### src/rtl/bttd_pkg.sv
/*
  Package for the bus trace and trigger debug block: register offsets,
  field positions, reset values, trigger modes and carrier structs.
  Assumes an 8-bit Wishbone register bus and a 16-bit CPU address bus.
*/
package bttd_pkg;

  // Register byte offsets
  localparam logic [3:0] BTTD_OFS_CMP_A_HI = 4'h0;
  localparam logic [3:0] BTTD_OFS_CMP_A_LO = 4'h1;
  localparam logic [3:0] BTTD_OFS_CMP_B_HI = 4'h2;
  localparam logic [3:0] BTTD_OFS_CMP_B_LO = 4'h3;
  localparam logic [3:0] BTTD_OFS_FIFO_HI = 4'h4;
  localparam logic [3:0] BTTD_OFS_FIFO_LO = 4'h5;
  localparam logic [3:0] BTTD_OFS_CTRL = 4'h6;
  localparam logic [3:0] BTTD_OFS_TRIG = 4'h7;
  localparam logic [3:0] BTTD_OFS_STAT = 4'h8;

  // Control register fields
  localparam int BTTD_C_EN = 7;
  localparam int BTTD_C_ARM = 6;
  localparam int BTTD_C_TAG = 5;
  localparam int BTTD_C_BRK = 4;
  localparam int BTTD_C_RWA = 3;
  localparam int BTTD_C_CMP_A_DIR_QUALIFY = 2;
  localparam int BTTD_C_RWB = 1;
  localparam int BTTD_C_CMP_B_DIR_QUALIFY = 0;

  // Trigger register fields
  localparam int BTTD_T_SEL = 7;
  localparam int BTTD_T_BEGIN = 6;
  localparam logic [7:0] BTTD_T_WMASK = 8'hCF;

  // Reset values and sizes
  localparam logic [7:0] BTTD_RST_BYTE = 8'h00;
  localparam logic [15:0] BTTD_RST_WORD = 16'h0000;
  localparam int BTTD_DEPTH = 8;
  localparam logic [3:0] BTTD_FULL_CNT = 4'h8;

  // Trigger modes
  localparam logic [3:0] BTTD_M_A_ONLY = 4'h0;
  localparam logic [3:0] BTTD_M_A_OR_B = 4'h1;
  localparam logic [3:0] BTTD_M_A_THEN_B = 4'h2;
  localparam logic [3:0] BTTD_M_EVT_B = 4'h3;
  localparam logic [3:0] BTTD_M_A_THEN_EVT_B = 4'h4;
  localparam logic [3:0] BTTD_M_A_AND_B = 4'h5;
  localparam logic [3:0] BTTD_M_A_NOT_B = 4'h6;
  localparam logic [3:0] BTTD_M_INSIDE = 4'h7;
  localparam logic [3:0] BTTD_M_OUTSIDE = 4'h8;

  // CPU bus observation carrier
  typedef struct packed {
    logic valid;
    logic read;
    logic opfetch;
    logic [15:0] addr;
    logic [7:0] data;
  } bttd_cpu_t;

  // Break request carrier
  typedef struct packed {
    logic tag;
    logic force_brk;
  } bttd_brk_t;

endpackage

### src/rtl/bttd_top.sv
/*
  Bus trace and trigger debug block: two 16-bit comparators, nine trigger
  modes, an eight-word trace FIFO, CPU break requests and PC profiling.
  Assumes a classic Wishbone master with 8-bit data, and CPU bus signals
  synchronous to clk_i. Opcode execution is reported by the CPU core.
*/
// Register access over Wishbone and the placing of the registers were decided locally.
`timescale 1ns/1ps

// Contract
// [RULE1] Comparator bytes reset zero, locked while armed
// [RULE2] FIFO high byte read-only, zero in event modes
// [RULE3] FIFO high read keeps read position
// [RULE4] FIFO low read advances after returning
// [RULE5] Event modes store bytes in low half
// [RULE6] Armed low reads do not advance FIFO
// [RULE7] Unarmed low read stores last opcode address
// [RULE8] Profiled value emerges eight reads later
// [RULE9] Control always accessible; enable refused when secure
// [RULE10] Arm write sets flag; run end clears
// [RULE11] Bit five picks tag or force
// [RULE12] Break at trigger or full, per trace
// [RULE13] Comparator A direction qualification bits three, two
// [RULE14] Comparator B direction qualification bits one, zero
// [RULE15] Trigger register locked while armed; bits 4,5 zero
// [RULE16] Trigger type qualifies matches with execution
// [RULE17] Bit six picks begin or end trace
// [RULE18] Modes zero to six; nine up none
// [RULE19] Seven inside range, eight outside range
// [RULE20] Armed flag mirrors arm, clears at end; here it is set only when arm is written together with enable
// [RULE21] Valid count cleared at start, no decrement
// [RULE22] Match flags cleared at start, set on match
// [RULE23] Eight 16-bit entries, 16-bit comparators
// [RULE24] Byte registers, one advance per read cycle
module bttd_top (
  input wire logic clk_i, // Bus clock, 25 MHz
  input wire logic rst_i, // Synchronous reset, active high
  input wire logic wb_cyc_i, // Wishbone cycle
  input wire logic wb_stb_i, // Wishbone strobe
  input wire logic wb_we_i, // Wishbone write enable
  input wire logic [3:0] wb_adr_i, // Register byte address
  input wire logic wb_sel_i, // Byte select
  input wire logic [7:0] wb_dat_i, // Write data
  output logic [7:0] wb_dat_o, // Read data
  output logic wb_ack_o, // Acknowledge
  input wire logic secure_i, // Device is secured
  input wire bttd_pkg::bttd_cpu_t cpu_i, // Observed CPU access
  input wire logic op_exec_i, // Opcode at last fetch executes
  output bttd_pkg::bttd_brk_t brk_o // Break request to CPU
);
  import bttd_pkg::*;

  ////////////////////////////////////////////////////////////////////////
  // Registers
  logic [15:0] cmp_a_r;
  logic [15:0] cmp_b_r;
  logic [7:0] ctrl_r;
  logic [7:0] trig_r;
  logic armed_status_flag_r;
  logic match_a_flag_r;
  logic match_b_flag_r;
  logic [3:0] fifo_valid_count_r;
  logic [15:0] fifo_r [BTTD_DEPTH];
  logic [2:0] wr_ptr_r;
  logic [2:0] rd_ptr_r;
  logic a_seen_r;
  logic started_r;
  logic [15:0] last_op_r;
  logic [15:0] pend_addr_r;
  logic pend_a_r;
  logic pend_b_r;
  logic ack_r;
  logic [7:0] dat_r;
  bttd_brk_t brk_r;

  // Direction-qualified address match
  function automatic logic dir_ok(input logic qual, input logic val, input logic rd);
    dir_ok = !qual || (val == rd);
  endfunction

  ////////////////////////////////////////////////////////////////////////
  // Wishbone decode
  logic req;
  logic wr_req;
  logic rd_req;
  logic armed;
  logic event_mode;
  logic begin_trace;
  // A held strobe is not taken again while its ack stands,
  // so each bus cycle makes at most one register side effect
  assign req = wb_cyc_i && wb_stb_i && !ack_r;
  assign wr_req = req && wb_we_i && wb_sel_i;
  assign rd_req = req && !wb_we_i;
  assign armed = ctrl_r[BTTD_C_ARM];
  assign event_mode = (trig_r[3:0] == BTTD_M_EVT_B) || (trig_r[3:0] == BTTD_M_A_THEN_EVT_B);
  // [RULE17] Event modes force begin
  assign begin_trace = trig_r[BTTD_T_BEGIN] || event_mode;

  ////////////////////////////////////////////////////////////////////////
  // Comparators and trigger mode decode
  logic hit_a;
  logic hit_b;
  logic in_range;
  logic m_a;
  logic m_b;
  logic trig_now;
  logic store_now;
  logic [15:0] store_word;
  logic exec_a;
  logic exec_b;
  // [RULE23] 16-bit compare
  assign in_range = (cpu_i.addr >= cmp_a_r) && (cpu_i.addr <= cmp_b_r);
  // [RULE13] Comparator A direction
  assign hit_a = cpu_i.valid && (cpu_i.addr == cmp_a_r) &&
                 dir_ok(ctrl_r[BTTD_C_CMP_A_DIR_QUALIFY], ctrl_r[BTTD_C_RWA], cpu_i.read);
  // [RULE14] Comparator B direction
  assign hit_b = cpu_i.valid && (cpu_i.addr == cmp_b_r) &&
                 dir_ok(ctrl_r[BTTD_C_CMP_B_DIR_QUALIFY], ctrl_r[BTTD_C_RWB], cpu_i.read);
  // [RULE16] Tag type waits for execution
  assign exec_a = pend_a_r && op_exec_i;
  assign exec_b = pend_b_r && op_exec_i;
  assign m_a = trig_r[BTTD_T_SEL] ? exec_a : hit_a;
  assign m_b = trig_r[BTTD_T_SEL] ? exec_b : hit_b;

  // Trigger event and event-only storage
  always_comb begin
    trig_now = 1'b0;
    store_now = 1'b0;
    store_word = cpu_i.addr;
    case (trig_r[3:0])
      // [RULE18] Mode decode
      BTTD_M_A_ONLY: trig_now = m_a;
      BTTD_M_A_OR_B: trig_now = m_a || m_b;
      BTTD_M_A_THEN_B: trig_now = a_seen_r && m_b;
      BTTD_M_EVT_B: begin
        trig_now = hit_b;
        store_now = hit_b;
        // [RULE5] Byte in low half
        store_word = {BTTD_RST_BYTE, cpu_i.data};
      end
      BTTD_M_A_THEN_EVT_B: begin
        trig_now = m_a || a_seen_r;
        store_now = a_seen_r && hit_b;
        store_word = {BTTD_RST_BYTE, cpu_i.data};
      end
      BTTD_M_A_AND_B: trig_now = hit_a && (cpu_i.data == cmp_b_r[7:0]);
      BTTD_M_A_NOT_B: trig_now = hit_a && (cpu_i.data != cmp_b_r[7:0]);
      // [RULE19] Range modes
      BTTD_M_INSIDE: trig_now = cpu_i.valid && in_range;
      BTTD_M_OUTSIDE: trig_now = cpu_i.valid && (cpu_i.addr < cmp_a_r || cpu_i.addr > cmp_b_r);
      default: trig_now = 1'b0;
    endcase
  end

  ////////////////////////////////////////////////////////////////////////
  // Run sequencing
  logic run_on;
  logic capture;
  logic end_hit;
  logic full_hit;
  logic arm_wr;
  logic stop_wr;
  assign run_on = armed && ctrl_r[BTTD_C_EN];
  // Event modes store the triggering byte as well, so eight B hits fill the FIFO;
  // address modes store only real opcode fetches, never idle bus cycles.
  // An end trace stores every fetch, a begin trace only from its trigger on.
  assign capture = run_on && (event_mode ? ((started_r || trig_now) && store_now) :
                   (cpu_i.valid && cpu_i.opfetch && (started_r || trig_now || !begin_trace)));
  assign end_hit = run_on && !begin_trace && trig_now;
  // Last free slot taken: the run ends on this capture
  assign full_hit = run_on && begin_trace && capture && (fifo_valid_count_r == BTTD_FULL_CNT - 4'h1);
  // A secured part refuses the arm write outright, so no run state is cleared
  assign arm_wr = wr_req && (wb_adr_i == BTTD_OFS_CTRL) && wb_dat_i[BTTD_C_ARM] && wb_dat_i[BTTD_C_EN] &&
                  !secure_i;
  // Any other control write stops a run
  assign stop_wr = wr_req && (wb_adr_i == BTTD_OFS_CTRL) && !arm_wr;

  // Control register
  always_ff @(posedge clk_i) begin
    if (rst_i) begin
      ctrl_r <= BTTD_RST_BYTE;
    end else if (wr_req && wb_adr_i == BTTD_OFS_CTRL) begin
      ctrl_r <= wb_dat_i;
      // [RULE9] Enable refused when secure
      if (secure_i) begin
        ctrl_r[BTTD_C_EN] <= 1'b0;
        ctrl_r[BTTD_C_ARM] <= 1'b0;
      end
    end else if (end_hit || full_hit) begin
      // [RULE10] Run end clears arm
      ctrl_r[BTTD_C_ARM] <= 1'b0;
    end
  end

  // Armed flag
  // Set only by an accepted arm write; cleared by any stop or run end
  always_ff @(posedge clk_i) begin
    if (rst_i) begin
      armed_status_flag_r <= 1'b0;
    end else if (arm_wr && !secure_i) begin
      // [RULE20] Mirror arm
      armed_status_flag_r <= 1'b1;
    end else if (stop_wr || end_hit || full_hit) begin
      armed_status_flag_r <= 1'b0;
    end
  end

  // Comparator and trigger registers
  always_ff @(posedge clk_i) begin
    if (rst_i) begin
      cmp_a_r <= BTTD_RST_WORD;
      cmp_b_r <= BTTD_RST_WORD;
      trig_r <= BTTD_RST_BYTE;
    end else if (wr_req && !armed) begin
      // [RULE1] Locked while armed
      case (wb_adr_i)
        BTTD_OFS_CMP_A_HI: cmp_a_r[15:8] <= wb_dat_i;
        BTTD_OFS_CMP_A_LO: cmp_a_r[7:0] <= wb_dat_i;
        BTTD_OFS_CMP_B_HI: cmp_b_r[15:8] <= wb_dat_i;
        BTTD_OFS_CMP_B_LO: cmp_b_r[7:0] <= wb_dat_i;
        // [RULE15] Bits 4,5 held zero
        BTTD_OFS_TRIG: trig_r <= wb_dat_i & BTTD_T_WMASK;
        default: ;
      endcase
    end
  end

  // Sequence state, match flags and tag tracking
  // A tag-type match waits here for the fetched opcode to execute
  always_ff @(posedge clk_i) begin
    if (rst_i) begin
      a_seen_r <= 1'b0;
      started_r <= 1'b0;
      match_a_flag_r <= 1'b0;
      match_b_flag_r <= 1'b0;
      pend_a_r <= 1'b0;
      pend_b_r <= 1'b0;
      pend_addr_r <= BTTD_RST_WORD;
    end else if (arm_wr) begin
      // [RULE22] Cleared at run start
      a_seen_r <= 1'b0;
      started_r <= 1'b0;
      match_a_flag_r <= 1'b0;
      match_b_flag_r <= 1'b0;
      pend_a_r <= 1'b0;
      pend_b_r <= 1'b0;
    end else if (run_on) begin
      if (m_a) begin
        match_a_flag_r <= 1'b1;
        a_seen_r <= 1'b1;
      end
      if (m_b) begin
        match_b_flag_r <= 1'b1;
      end
      if (begin_trace && trig_now) begin
        started_r <= 1'b1;
      end
      if (cpu_i.valid && cpu_i.opfetch) begin
        pend_a_r <= hit_a;
        pend_b_r <= hit_b;
        pend_addr_r <= cpu_i.addr;
      end else if (op_exec_i) begin
        pend_a_r <= 1'b0;
        pend_b_r <= 1'b0;
      end
    end
  end

  ////////////////////////////////////////////////////////////////////////
  // Trace FIFO
  logic lo_read;
  logic hi_read;
  assign lo_read = rd_req && (wb_adr_i == BTTD_OFS_FIFO_LO);
  assign hi_read = rd_req && (wb_adr_i == BTTD_OFS_FIFO_HI);

  // Last fetched opcode address
  // Tracked always, so profiling works while no run is active
  always_ff @(posedge clk_i) begin
    if (rst_i) begin
      last_op_r <= BTTD_RST_WORD;
    end else if (cpu_i.valid && cpu_i.opfetch) begin
      last_op_r <= cpu_i.addr;
    end
  end

  // FIFO storage, pointers and count
  // A capture and a low read never meet: reads only move the pointer when
  // unarmed, and captures only happen while armed. The read data was muxed
  // from the old slot, so the slot just read takes the profiled address.
  always_ff @(posedge clk_i) begin
    if (rst_i) begin
      for (int i = 0; i < BTTD_DEPTH; i++) begin
        fifo_r[i] <= BTTD_RST_WORD;
      end
      wr_ptr_r <= 3'h0;
      rd_ptr_r <= 3'h0;
      fifo_valid_count_r <= 4'h0;
    end else if (arm_wr) begin
      // [RULE21] Count cleared at start
      wr_ptr_r <= 3'h0;
      rd_ptr_r <= 3'h0;
      fifo_valid_count_r <= 4'h0;
    end else if (capture) begin
      fifo_r[wr_ptr_r] <= store_word;
      wr_ptr_r <= wr_ptr_r + 3'h1;
      rd_ptr_r <= wr_ptr_r + 3'h1;
      if (fifo_valid_count_r != BTTD_FULL_CNT) begin
        fifo_valid_count_r <= fifo_valid_count_r + 4'h1;
      end
    end else if (lo_read && !armed) begin
      // [RULE4] Advance after low read
      // [RULE6] No advance while armed
      // [RULE24] Once per read cycle
      rd_ptr_r <= rd_ptr_r + 3'h1;
      // [RULE7] Profile into last location
      // [RULE8] Emerges eight reads on
      fifo_r[rd_ptr_r] <= last_op_r;
    end
  end

  ////////////////////////////////////////////////////////////////////////
  // Break requests
  // Pulses one cycle after the run ends; the arm bit is already clear then,
  // so a single end event cannot repeat the request
  always_ff @(posedge clk_i) begin
    if (rst_i) begin
      brk_r <= '0;
    end else begin
      // [RULE12] Break at end trigger or full
      // [RULE11] Tag or force select
      brk_r.tag <= ctrl_r[BTTD_C_BRK] && ctrl_r[BTTD_C_TAG] && (end_hit || full_hit);
      brk_r.force_brk <= ctrl_r[BTTD_C_BRK] && !ctrl_r[BTTD_C_TAG] && (end_hit || full_hit);
    end
  end
  assign brk_o = brk_r;

  ////////////////////////////////////////////////////////////////////////
  // Read data and acknowledge
  // Status packs both match flags, the armed flag and the valid count
  logic [7:0] rd_mux;
  always_comb begin
    case (wb_adr_i)
      BTTD_OFS_CMP_A_HI: rd_mux = cmp_a_r[15:8];
      BTTD_OFS_CMP_A_LO: rd_mux = cmp_a_r[7:0];
      BTTD_OFS_CMP_B_HI: rd_mux = cmp_b_r[15:8];
      BTTD_OFS_CMP_B_LO: rd_mux = cmp_b_r[7:0];
      // [RULE2] Zero in event modes
      // [RULE3] High read no advance
      BTTD_OFS_FIFO_HI: rd_mux = event_mode ? BTTD_RST_BYTE : fifo_r[rd_ptr_r][15:8];
      BTTD_OFS_FIFO_LO: rd_mux = fifo_r[rd_ptr_r][7:0];
      BTTD_OFS_CTRL: rd_mux = ctrl_r;
      BTTD_OFS_TRIG: rd_mux = trig_r;
      BTTD_OFS_STAT: rd_mux = {match_a_flag_r, match_b_flag_r, armed_status_flag_r, 1'b0, fifo_valid_count_r};
      default: rd_mux = BTTD_RST_BYTE;
    endcase
  end

  // One-cycle acknowledge with registered data
  // Every access answers one edge after it is taken, even a refused write,
  // and a write answers with zero data
  always_ff @(posedge clk_i) begin
    if (rst_i) begin
      ack_r <= 1'b0;
      dat_r <= BTTD_RST_BYTE;
    end else begin
      ack_r <= req;
      dat_r <= rd_req ? rd_mux : BTTD_RST_BYTE;
    end
  end
  assign wb_ack_o = ack_r;
  assign wb_dat_o = dat_r;

  // Unused parity of the whole pending opcode fetch address
  logic unused_ok;
  assign unused_ok = ^pend_addr_r;

endmodule // bttd_top

### config.mk
export PLATFORM = sky130hd
export DESIGN_NAME = bttd_top
export DESIGN_NICKNAME = d
export VERILOG_FILES = /design/src/rtl/bttd_pkg.sv /design/src/rtl/bttd_top.sv
export SDC_FILE = /design/constraint.sdc
export NUM_CORES = 1
export LEC_CHECK = 0
export ABC_AREA = 1
export BUFFER_PORTS_ARGS = -buffer_cell sky130_fd_sc_hd__buf_4
export CORE_AREA = 2 2 168 170
export DETAILED_ROUTE_END_ITERATION = 10
export DIE_AREA = 0 0 170 172
export MAX_ROUTING_LAYER = met4
export SKIP_LAST_GASP = 1
export SLEW_MARGIN = 20
export SYNTH_ARGS = -nofsm -noshare
export SYNTH_HDL_FRONTEND = slang
export SYNTH_SLANG_ARGS = --single-unit
### constraint.sdc
create_clock -name clk_i -period 3.2 [get_ports clk_i]
set_input_delay 0.32 -clock clk_i [delete_from_list [all_inputs] [get_ports clk_i]]
set_output_delay 0.32 -clock clk_i [all_outputs]
set_load 0.02 [all_outputs]
* Yosys cells after proc, flatten, opt, wreduce, memory -nomap -nowiden
Memories as Yosys holds them, arrays and structs flattened. A register that Yosys moved wholly into a read port is not among the register bits. Cells that the tools add are included.
Storage, ports and cells: register bits after elaboration 89, RAM bits 128, input port bits 47, output and inout port bits 11, logic and storage cells 175, memories 1
Memories:
- fifo_r | depth 8, width 16, rd ports 1, clocked after Yosys merged registers in 1, wr ports 8, RTL line bttd_top.sv:63 | logic [15:0] fifo_r [BTTD_DEPTH];
Cells by class: $add $sub $neg 3, magnitude comparators 4, eq/ne operators 24, mux-type cells 37, bitwise gates (word level) 1, reductions and logical operators 84
Operator list (number):
- $pmux W8 S9 | 1
- $mux W16 | 3
- $logic_and A1 B1 Y1 | 42
- $eq A4 B3 Y1 const B | 9
- $eq A16 B16 Y1 | 2
- $reduce_or A16 Y1 | 2
- $mux W1 | 23
- $reduce_and A2 Y1 | 10
- $mux W3 | 6
- $eq A4 B2 Y1 const B | 4
- $ge A16 B16 Y1 | 1
- $gt A16 B16 Y1 | 1
- $le A16 B16 Y1 | 1
- $lt A16 B16 Y1 | 1
- $logic_or A1 B1 Y1 | 12
- $logic_not A1 Y1 | 9
- $pmux W1 S9 | 1
- $eq A4 B1 Y1 const B | 2
- $eq A4 B4 Y1 const B | 2
- $eq A8 B8 Y1 | 1
- $logic_not A4 Y1 | 2
- $mux W8 | 1
- $ne A8 B8 Y1 | 1
- $reduce_bool A2 Y1 | 4
- 8 further kinds | 12

* Depth between registers and ports, before layout
Gate-level depths: netlist of the first run.
word-level depth 18, depth in mapped cells 24, depth with buffers taken out 23

* Least setup slack after synthesis of the first run
OpenSTA, ideal clock, no wires.
path kind flip-flop to flip-flop, start reg cmp_a_r[15], end mem fifo_r[3][0] (enable), data arrival time 2.547 ns, required time 2.828 ns, setup slack 0.281 ns, stages on the path, launching flop included 22, buffers on the path 1, period minus slack after synthesis 2.919 ns, cell sequence dfxtp_1 > inv_1 > ha_1 > nand2_1 > nor2_1 > nand2_1 > nor2_4 > nand3_1 > nand2_1 > nand2_1 > nand2_1 > nand2_1 > nand2_1 > nor2_1 > nand4_2 > nand3_2 > nand2_2 > nand2_4 > nor2_2 > nand2_2 > buf_2 > nand2_1
RTL lines:
- start: declaration | RTL line bttd_top.sv:55 | logic [15:0] cmp_a_r;
- start signal: assignment | RTL line bttd_top.sv:217 | BTTD_OFS_CMP_A_HI: cmp_a_r[15:8] <= wb_dat_i;
- end: declaration | RTL line bttd_top.sv:63

==> results of run 1 <==
==> metal layers <==
metal  global-route usage  wire length, µm
met4               0.0743             1150
met1                0.298            14500
met2                0.373            15200
met5                    -                0
met3               0.0286             1550
==> sequential cells by signal, indices dropped and copies added (netlist names), 2 cells and up, named ones only <==
register and cells:
wb_dat_o 8, trig_r 6, wr_ptr_r 3, rd_ptr_r 3
ctrl_r 8, fifo_valid_count_r 4, cmp_a_r 16, last_op_r 16
brk_o 2, fifo_r 128, cmp_b_r 16
==> cells by family after synthesis <==
family                     Yosys count
muxes                               21
DFF                                220
adders and majority gates           36
AOI/OAI and AO/OA                  280
xor gates and xnor gates             6
and+or+nand+nor                    499
buffers and inverters              187
==> worst max path at each step <==
stage | start | cells past startpoint | slack [ns] | endpoint
2_1_floorplan | cmp_a_r[15] | 21 | 0.28 | fifo_r[3][0]
3_3_place_gp | cpu_i[19] | 21 | 0.12 | fifo_r[0][15]
3_5_place_dp | cpu_i[19] | 21 | 0.11 | fifo_r[0][10]
4_1_cts | cmp_b_r[11] | 19 | 0.18 | fifo_r[0][11]
5_1_grt | cmp_a_r[8] | 21 | 0.003 | fifo_r[0][15]
6_report | cmp_a_r[8] | 21 | 0.18 | fifo_r[0][15]
==> metrics by stage <==
stage / worst slack, ns / cells
floorplan: 0.281 / 1249
global placement: 0.122 / 1638
detailed placement: 0.109 / 1638
CTS: 0.181 / 1684
global route: 0.00343 / 1684
finish: 0.181 / 1684
==> synthesized netlist by cell type (5+ instances only) <==
cell type	n	area (µm²)
nand3_1	35	175
o22ai_1	12	75.1
nor2_2	8	50.1
nand4_1	11	68.8
a21oi_1	78	390
nor2_4	5	56.3
ha_1	36	450
o32ai_1	11	96.3
inv_1	123	462
clkbuf_1	39	146
xnor2_1	5	43.8
a31oi_1	8	50.1
nand2_2	8	50.1
buf_2	5	25.0
inv_2	9	33.8
o21ai_0	120	601
mux2i_1	21	210
o221ai_1	21	184
dfxtp_1	92	1840
nand2_1	139	522
nor2_1	279	1050
o211ai_1	12	90.1
edfxtp_1	128	3840
==> critical path, delay by kind of cell, from the launching register on <==
family | cells | cell delay (ns)
simple gates | 18 | 1.76
buf+inv | 2 | 0.25
fa+ha+maj | 1 | 0.27
flops | 1 | 0.41
==> final cells by class <==
class                      instances  area [µm²]  share of cell area
clock buffer                      33         729              0.0571
multi-input combinational        842        4470               0.350
inverter                         136         515              0.0404
sequential                       220        5690               0.445
clock inverter                    13         125             0.00979
timing repair buffer              94         818              0.0641
tap                              346         433              0.0339
==> power breakdown <==
part / internal [µW] / total, µW / switching, µW / leakage [µW]
registers: 3060 / 3080 / 23.6 / 0.00207
clock network: 1770 / 2960 / 1190 / 0.000417
logic: 139 / 405 / 266 / 0.00263
==> impl_results.md, run 1 <==
* Crit. End Element: flip-flop
* Die width at 170 µm
* Static Leak at 0.00511 µW
* Fillers at 2,686
* Boundary Pins at 58
* Most frequent cells in the layout: 278 x nor2_1, 139 x nand2_1, 128 x edfxtp_1
* HPWL after detailed placement at 23,800 µm
* Synth-to-layout area growth at 17.4%
* Simple-gate area share of the yosys netlist at 0.193
* Antenna Nets Post-Route at 0
* Post-CTS Hold Fix Bufs at 0
* Adder-Cell Fraction of Synth Area at 0.0414
* Worst flop-to-flop path endpoint: fifo_r[0][15]
* Die area at 29,200 µm²
* Maximum VDD drop at 354 µV
* Data required, critical path at 3.44 ns
* Crit-path most repeated cell: nand2_1
* Inserted Clock Buffers at 26
* Post-CTS setup buffers at 0
* Drt initial violations at 790
* Yosys reg bits at 220
* Final worst path period share at 0.943
* I/O Buffers at 57
* Number of synthesized flops with an enable pin at 128
* Layout Utilization at 0.465
* Clock transition at path regs at 0.06 ns
* Worst Path Max Fanout at 16
* DR vias at 8,887
* Worst Hold Depth at 2
* RSZ-0062 raised after global routing: false
* Finish-stage setup viols at 0
* CTS HTree Levels at 1
* Setup TNS at 0 ns
* Clock Latency Late Sink at 0.54 ns
* R2r worst-path depth at 21
* Sequential element share of the synthesized area at 0.522
* Clock Sinks at 220
* Initial antenna violation count at 0
* Leading cell type in the layout, fill and taps excluded: nor2_1
* Die H at 172 µm
* Flop-to-flop setup slack at 0.18 ns
* Worst Clk Skew at 0.0154 ns
* Cell Pwr Density at 505 nW/µm²
* Mapped Area at 10,900 µm²
* Total track usage at 0.229
* GP Congestion at 0.926
* First-pass GRT wire length at 49,400 µm
* Placed Area at 11,900 µm²
* Worst hold slack at 0.0201 ns
* Starting Density at 0.396
* Vias in the first global route at 8,611
* Max stage delay on crit path at 0.41 ns
* Tot Pwr at 6450 µW
* # DRC at 0
* Number of max-cap violations at 0
* Synth Area in XOR/XNOR at 0.00483
* WL/cell at 19.2 µm
* Status: finished, final reports clean
* Share of post-route cells with drive strength above 1 at 0.136
* Syn_nets at 1,332
* Diodes inserted at 0
* Core box area at 27,500 µm²
* Worst-Margin Slew at 0.750 ns
* Routed Wire Length at 32,400 µm
* Fmax achieved at 0.331 GHz
* Post-route design area at 12,800 µm²
* Startpoint of the worst hold path: rst_i
* Largest net degree at the start of global routing at 71
* Compound-Gate Fraction of Synth Area at 0.152
* Hold/Removal Path Class: input port to flip-flop
* Minimum clock period at 3.02 ns
* Synth cell types at 46
* Router iterations before antenna repair at 5
* CP Cell Sequence: inv_1 -> ha_1 -> nand2_1 -> nor2_1 -> nand2_1 -> nor2_4 -> nand3_1 -> nand2_1 -> nand2_1 -> nand2_1 -> nand2_1 -> nand2_1 -> nor2_1 -> nand4_2 -> nand3_2 -> nand2_2 -> nand2_4 -> nor2_4 -> nand2_4 -> nand2_1 -> buf_12
* Cells after Synth at 1,249
* Crit path kind: flip-flop to flip-flop
* Remaining Overflow, GRT at 0
* Hold Path Sink: ctrl_r[7]
* Data arrival, critical path at 3.26 ns
* CTS Root Cell: clkbuf_16
* Site row count at 61
* Relative slew slack at 0.487
* Post_cts resized at 0
* Synth Flop Type: edfxtp_1
* Count of final hold-check violations at 0
* Worst Setup Start Kind: flip-flop
* Synthesized area per cell at 8.71 µm²
* Post-synthesis mux area share at 0.0193
* Clock Path Buffers at 3
* Layout Nets at 1,403
* Ys async rst share at 0
* Start of the worst register-to-register path: cmp_a_r[8]
* Yosys Warn Count at 0
* Via-to-Cell Ratio at 5.28
* Slew Viols, Final at 0
* CP max stage cell: dfxtp_1
* CTS tree: built
* Combinational family with the most area after synthesis: simple AND/OR/NAND/NOR gates
Power figures use the tool's default switching activity.
==> run 2, diff against run 1 <==
Settings changed: CORE_AREA 2 2 168 170 to 3 3 169 171, DIE_AREA 0 0 170 172 to 0 0 172 174.
==> impl_results.md, run 2 (synthesis results as in run 1) <==
* Final worst path period share at 0.909
* Worst Clk Skew at 0.0135 ns
* Fmax achieved at 0.344 GHz
* Clock Path Buffers at 3
* Clock Sinks at 220
* Worst flop-to-flop path endpoint: fifo_r[6][2]
* Switching Power at 1500 µW
* Worst Hold Depth at 4
* Footprint of the multi-input gates at 4480 µm²
* Most frequent cells in the layout: 276 x nor2_1, 137 x nand2_1, 128 x edfxtp_1
* Clock power frac at 0.468
* Count of final hold-check violations at 0
* Hold/Removal Path Class: input port to flip-flop
* Seq pwr share at 0.469
* Worst Setup Start Kind: flip-flop
* Number of max-cap violations at 0
* R2r worst-path depth at 18
* Largest net degree at the start of global routing at 71
* Largest Register: fifo_r
* Clock Latency Late Sink at 0.53 ns
* Starting Density at 0.403
* Antenna Nets Post-Route at 0
* Setup TNS at 0 ns
* Fraction of power spent switching nets at 0.229
* Max FFs per register at 128
* CTS tree: built
* Router iterations before antenna repair at 5
* Data arrival, critical path at 3.15 ns
* Maximum VDD drop at 357 µV
* Boundary Pins at 58
* Cell Pwr Density at 512 nW/µm²
* Total track usage at 0.220
* Share of post-route cells with drive strength above 1 at 0.143
* Inserted Clock Buffers at 26
* Cell Int Power at 5060 µW
* Worst-Margin Slew at 0.821 ns
* Relative slew slack at 0.452
* I/O Buffers at 57
* Data required, critical path at 3.45 ns
* Diodes inserted at 0
* Drt initial violations at 784
* FF+latch area at 5690 µm²
* Via-to-Cell Ratio at 5.29
* Crit. End Element: flip-flop
* Site row count at 60
* RSZ-0062 raised after global routing: false
* CTS HTree Levels at 1
* Minimum clock period at 2.91 ns
* Startpoint of the worst hold path: secure_i
* Fillers at 2,638
* Hold Path Sink: ctrl_r[6]
* GP Congestion at 0.976
* First-pass GRT wire length at 49,700 µm
* Remaining Overflow, GRT at 0
* CTS Root Cell: clkbuf_16
* Die area at 29,900 µm²
* Finish-stage setup viols at 0
* Flop-to-flop setup slack at 0.29 ns
* HPWL after detailed placement at 23,400 µm
* Worst setup path startpoint: cmp_a_r[11]
* Initial antenna violation count at 0
* Layout Nets at 1,406
* Die width at 172 µm
* Vias in the first global route at 8,446
* Routed Wire Length at 32,200 µm
* Post-CTS setup buffers at 0
* Clock transition at path regs at 0.06 ns
* Status: finished, final reports clean
* WL/cell at 19.1 µm
* Leading cell type in the layout, fill and taps excluded: nor2_1
* Crit path kind: flip-flop to flip-flop
* DR vias at 8,915
* Static Leak at 0.00514 µW
* Die H at 174 µm
* Combinational share of power at 0.062
* # DRC at 0
* Slew Viols, Final at 0
* Worst Path Max Fanout at 5
* Synth-to-layout area growth at 17.9%
* Core box area at 27,000 µm²
* Placed Area at 11,900 µm²
* Post-route design area at 12,800 µm²
* Start of the worst register-to-register path: cmp_a_r[11]
[run 2: cell types whose count changed in the layout (fill, tap and decap cells not counted), sizes merged]
cell	delta
inv	-1
bufinv	+2
clkbuf	-3
clkinv	+3
buf	+2
dlygate4sd3	+1
clkinvlp	+1
[run 2: worst max path at each step]
stage                         end  slack, ns  depth (start not counted)
floorplan            fifo_r[3][0]       0.28                         21
global placement     fifo_r[4][5]       0.18                         21
detailed placement   fifo_r[4][4]       0.15                         21
CTS                  fifo_r[4][5]       0.24                         21
global route        fifo_r[0][12]      0.003                         21
finish               fifo_r[6][2]       0.29                         18
[run 2: area by class of cell]
class | instances | area share
multi-input cells | 842 | 0.349
flip-flops and latches | 220 | 0.443
inverters | 136 | 0.0402
clock buffers | 30 | 0.0535
clock inverters | 18 | 0.0155
repair buffers | 97 | 0.0648
well taps | 341 | 0.0333
[run 2: timing repair]
item                                    4_1_cts  5_1_grt
hold endpoints to repair                      3        0
gates resized for setup                       0        6
endpoints found under the setup margin        0      128
hold buffers                                  1        0
[run 2: power groups by stage]
stage	Clock [µW]	Combinational, µW	Sequential (µW)
after floorplan	0	202	3130
after detailed placement	0	404	3140
after CTS	3130	407	3080
final	3070	409	3080
after global routing	3230	450	3090
after global placement	0	402	3140
[run 2: per-stage QoR]
stage	hold slack [ns]	util	total power [µW]	setup slack, ns	cells
floorplan	0.389	-	3340	0.281	1249
global placement	0.434	0.441	3540	0.180	1635
CTS	0.0702	0.474	6620	0.240	1684
global route	0.0995	0.475	6760	0.00341	1684
detailed placement	0.441	0.441	3540	0.151	1635
finish	0.0906	0.475	6560	0.291	1684
[run 2: per-layer routing]
layer,vias up,track usage,part of all wire
li1,4399,-,-
met1,4177,0.306,0.45
met2,285,0.340,0.46
met3,54,0.0300,0.057
met4,0,0.0605,0.028
met5,-,-,0
[run 2: critical path, cell delays in order (launching register included)]
cell,delay (ns)
dfxtp_1,0.30
inv_1,0.06
ha_1,0.29
a21oi_1,0.20
o21ai_0,0.12
a21oi_1,0.28
nand2_1,0.11
nand2_1,0.08
nand2_1,0.04
nand2_1,0.10
nand2_1,0.09
nand4_2,0.12
nand3_2,0.09
nand2_2,0.08
nand2_4,0.08
nor2_4,0.21
nand2_4,0.06
nand2_1,0.13
buf_4,0.17
==> run 3, diff against run 2 <==
Clock period 3.2 ns to 2.4 ns, I/O delays scaled along.
==> impl_results.md, run 3 (synthesis results as in run 1) <==
* Cell Int Power at 6730 µW
* Cell Pwr Density at 579 nW/µm²
* Worst-Margin Slew at 0.962 ns
* Layout Nets at 1,530
* Synth-to-layout area growth at 39.4%
* Boundary Pins at 58
* Routed Wire Length at 36,200 µm
* Worst Path Max Fanout at 8
* CTS tree: built
* Final worst slack at -0.400 ns
* Count of final hold-check violations at 0
* Largest net degree at the start of global routing at 76
* Data required, critical path at 2.68 ns
* Number of max-cap violations at 0
* Fraction of power spent switching nets at 0.234
* Switching Power at 2050 µW
* Remaining Overflow, GRT at 0
* Die H at 174 µm
* Relative slew slack at 0.359
* Largest Register: fifo_r
* Worst Clk Skew at 0.00640 ns
* First-pass GRT wire length at 54,300 µm
* Antenna Nets Post-Route at 0
* RSZ-0062 raised after global routing: true
* Seq pwr share at 0.468
* Max FFs per register at 128
* DR vias at 9,792
* Starting Density at 0.403
* Crit. End Element: flip-flop
* Worst hold slack at 0.0193 ns
* Failing checks: setup timing
* Share of post-route cells with drive strength above 1 at 0.338
* CTS HTree Levels at 1
* Worst Setup Start Kind: flip-flop
* Post-route design area at 15,200 µm²
* Die width at 172 µm
* Data arrival, critical path at 3.08 ns
* Clock power frac at 0.449
* Combinational share of power at 0.084
* Core box area at 27,000 µm²
* Drt initial violations at 889
* Clock Latency Late Sink at 0.54 ns
* Status: finished with violations
* Maximum VDD drop at 344 µV
* Site row count at 60
* Static Leak at 0.00598 µW
* Initial antenna violation count at 0
* I/O Buffers at 57
* GP Congestion at 0.961
* Clock Sinks at 220
* Post-Place Setup Slack at -0.465 ns
* Most frequent cells in the layout: 209 x nor2_1, 176 x buf_4, 128 x edfxtp_1
* HPWL after detailed placement at 24,100 µm
* Via-to-Cell Ratio at 5.42
* Minimum clock period at 2.80 ns
* Placed Area at 12,900 µm²
* Slew Viols, Final at 0
* Total track usage at 0.241
* Leading cell type in the layout, fill and taps excluded: nor2_1
* Inserted Clock Buffers at 26
* Fmax achieved at 0.357 GHz
* Clock transition at path regs at 0.06 ns
* Layout Utilization at 0.561
* Finish-stage setup viols at 271
* Hold/Removal Path Class: input port to flip-flop
* CTS Root Cell: clkbuf_16
* Router iterations before antenna repair at 7
* Crit path kind: flip-flop to flip-flop
* Clock Path Buffers at 3
* Die area at 29,900 µm²
* Vias in the first global route at 9,485
* Diodes inserted at 0
* # DRC at 0
* Final worst path period share at 1.17
* WL/cell at 20.0 µm
## run 3: changes by cell type in the layout (fill, tap and decap cells not counted), sizes merged
cell / before / now
buf: 96 / 212
nand2: 151 / 157
bufinv: 4 / 3
clkinvlp: 3 / 1
clkinv: 13 / 11
clkbuf: 30 / 36
## run 3: path summary, 6_finish.rpt
path | start | to | slack [ns] | depth (start not counted)
worst max-delay path | cmp_a_r[8] | fifo_r[6][4] | -0.40 | 20
worst min-delay path | secure_i | ctrl_r[7] | 0.02 | 4
worst max register to register | cmp_a_r[8] | fifo_r[6][4] | -0.40 | 20
worst min register to register | last_op_r[11] | last_op_r[11] | 0.45 | 2
## run 3: what timing repair did
item / CTS / global route
setup buffers: 7 / 12
setup endpoints to repair: 264 / 273
hold buffers: 1 / 0
hold endpoints to repair: 4 / 0
gates cloned: 7 / 4
resized for setup: 121 / 145
pin swaps: 22 / 31
## run 3: critical path, stage by stage, from the launching register on
cell	delay (ns)
dfxtp_2	0.33
inv_2	0.04
ha_1	0.28
nand2_1	0.13
nor2_4	0.05
nand2_4	0.07
nor2_4	0.05
buf_6	0.11
nand2_1	0.05
nor2_1	0.04
a21oi_1	0.21
nand2_2	0.08
nor2_2	0.15
nand4_4	0.12
nand3_4	0.12
nand2_2	0.07
nand2_4	0.11
nor2_4	0.07
nand2_4	0.18
clkbuf_16	0.24
nor2_4	0.04
## run 3: cell type report
cell class | instances | area, µm²
tap | 341 | 427
timing repair buffer | 215 | 1990
clock buffer | 34 | 701
clock inverter | 13 | 148
multi-input combinational | 848 | 5670
inverter | 136 | 518
fill | 2349 | 11900
sequential | 220 | 5720
## run 3: metal layers
layer / wire length [µm] / vias up / track usage
li1: - / 4672 / -
met1: 15200 / 4655 / 0.313
met2: 17200 / 373 / 0.389
met3: 2090 / 92 / 0.0250
met4: 1730 / 0 / 0.0892
met5: 0 / - / -
## run 3: power groups by stage
stage                     clock network, µW  registers (µW)  logic, µW
final                                  3940            4110        734
after global routing                   4150            4110        795
after CTS                              4000            4110        672
after detailed placement                  0            4190        616
after global placement                    0            4180        605
after floorplan                           0            4180        294
## run 3: metrics by stage
step / instances / TNS [ns] / total power, µW
final: 1807 / -90.32 / 8780
after global routing: 1807 / -126.51 / 9060
after detailed placement: 1730 / -97.80 / 4800
after global placement: 1730 / -89.04 / 4790
after CTS: 1791 / -54.93 / 8770
after floorplan: 1249 / -23.21 / 4470
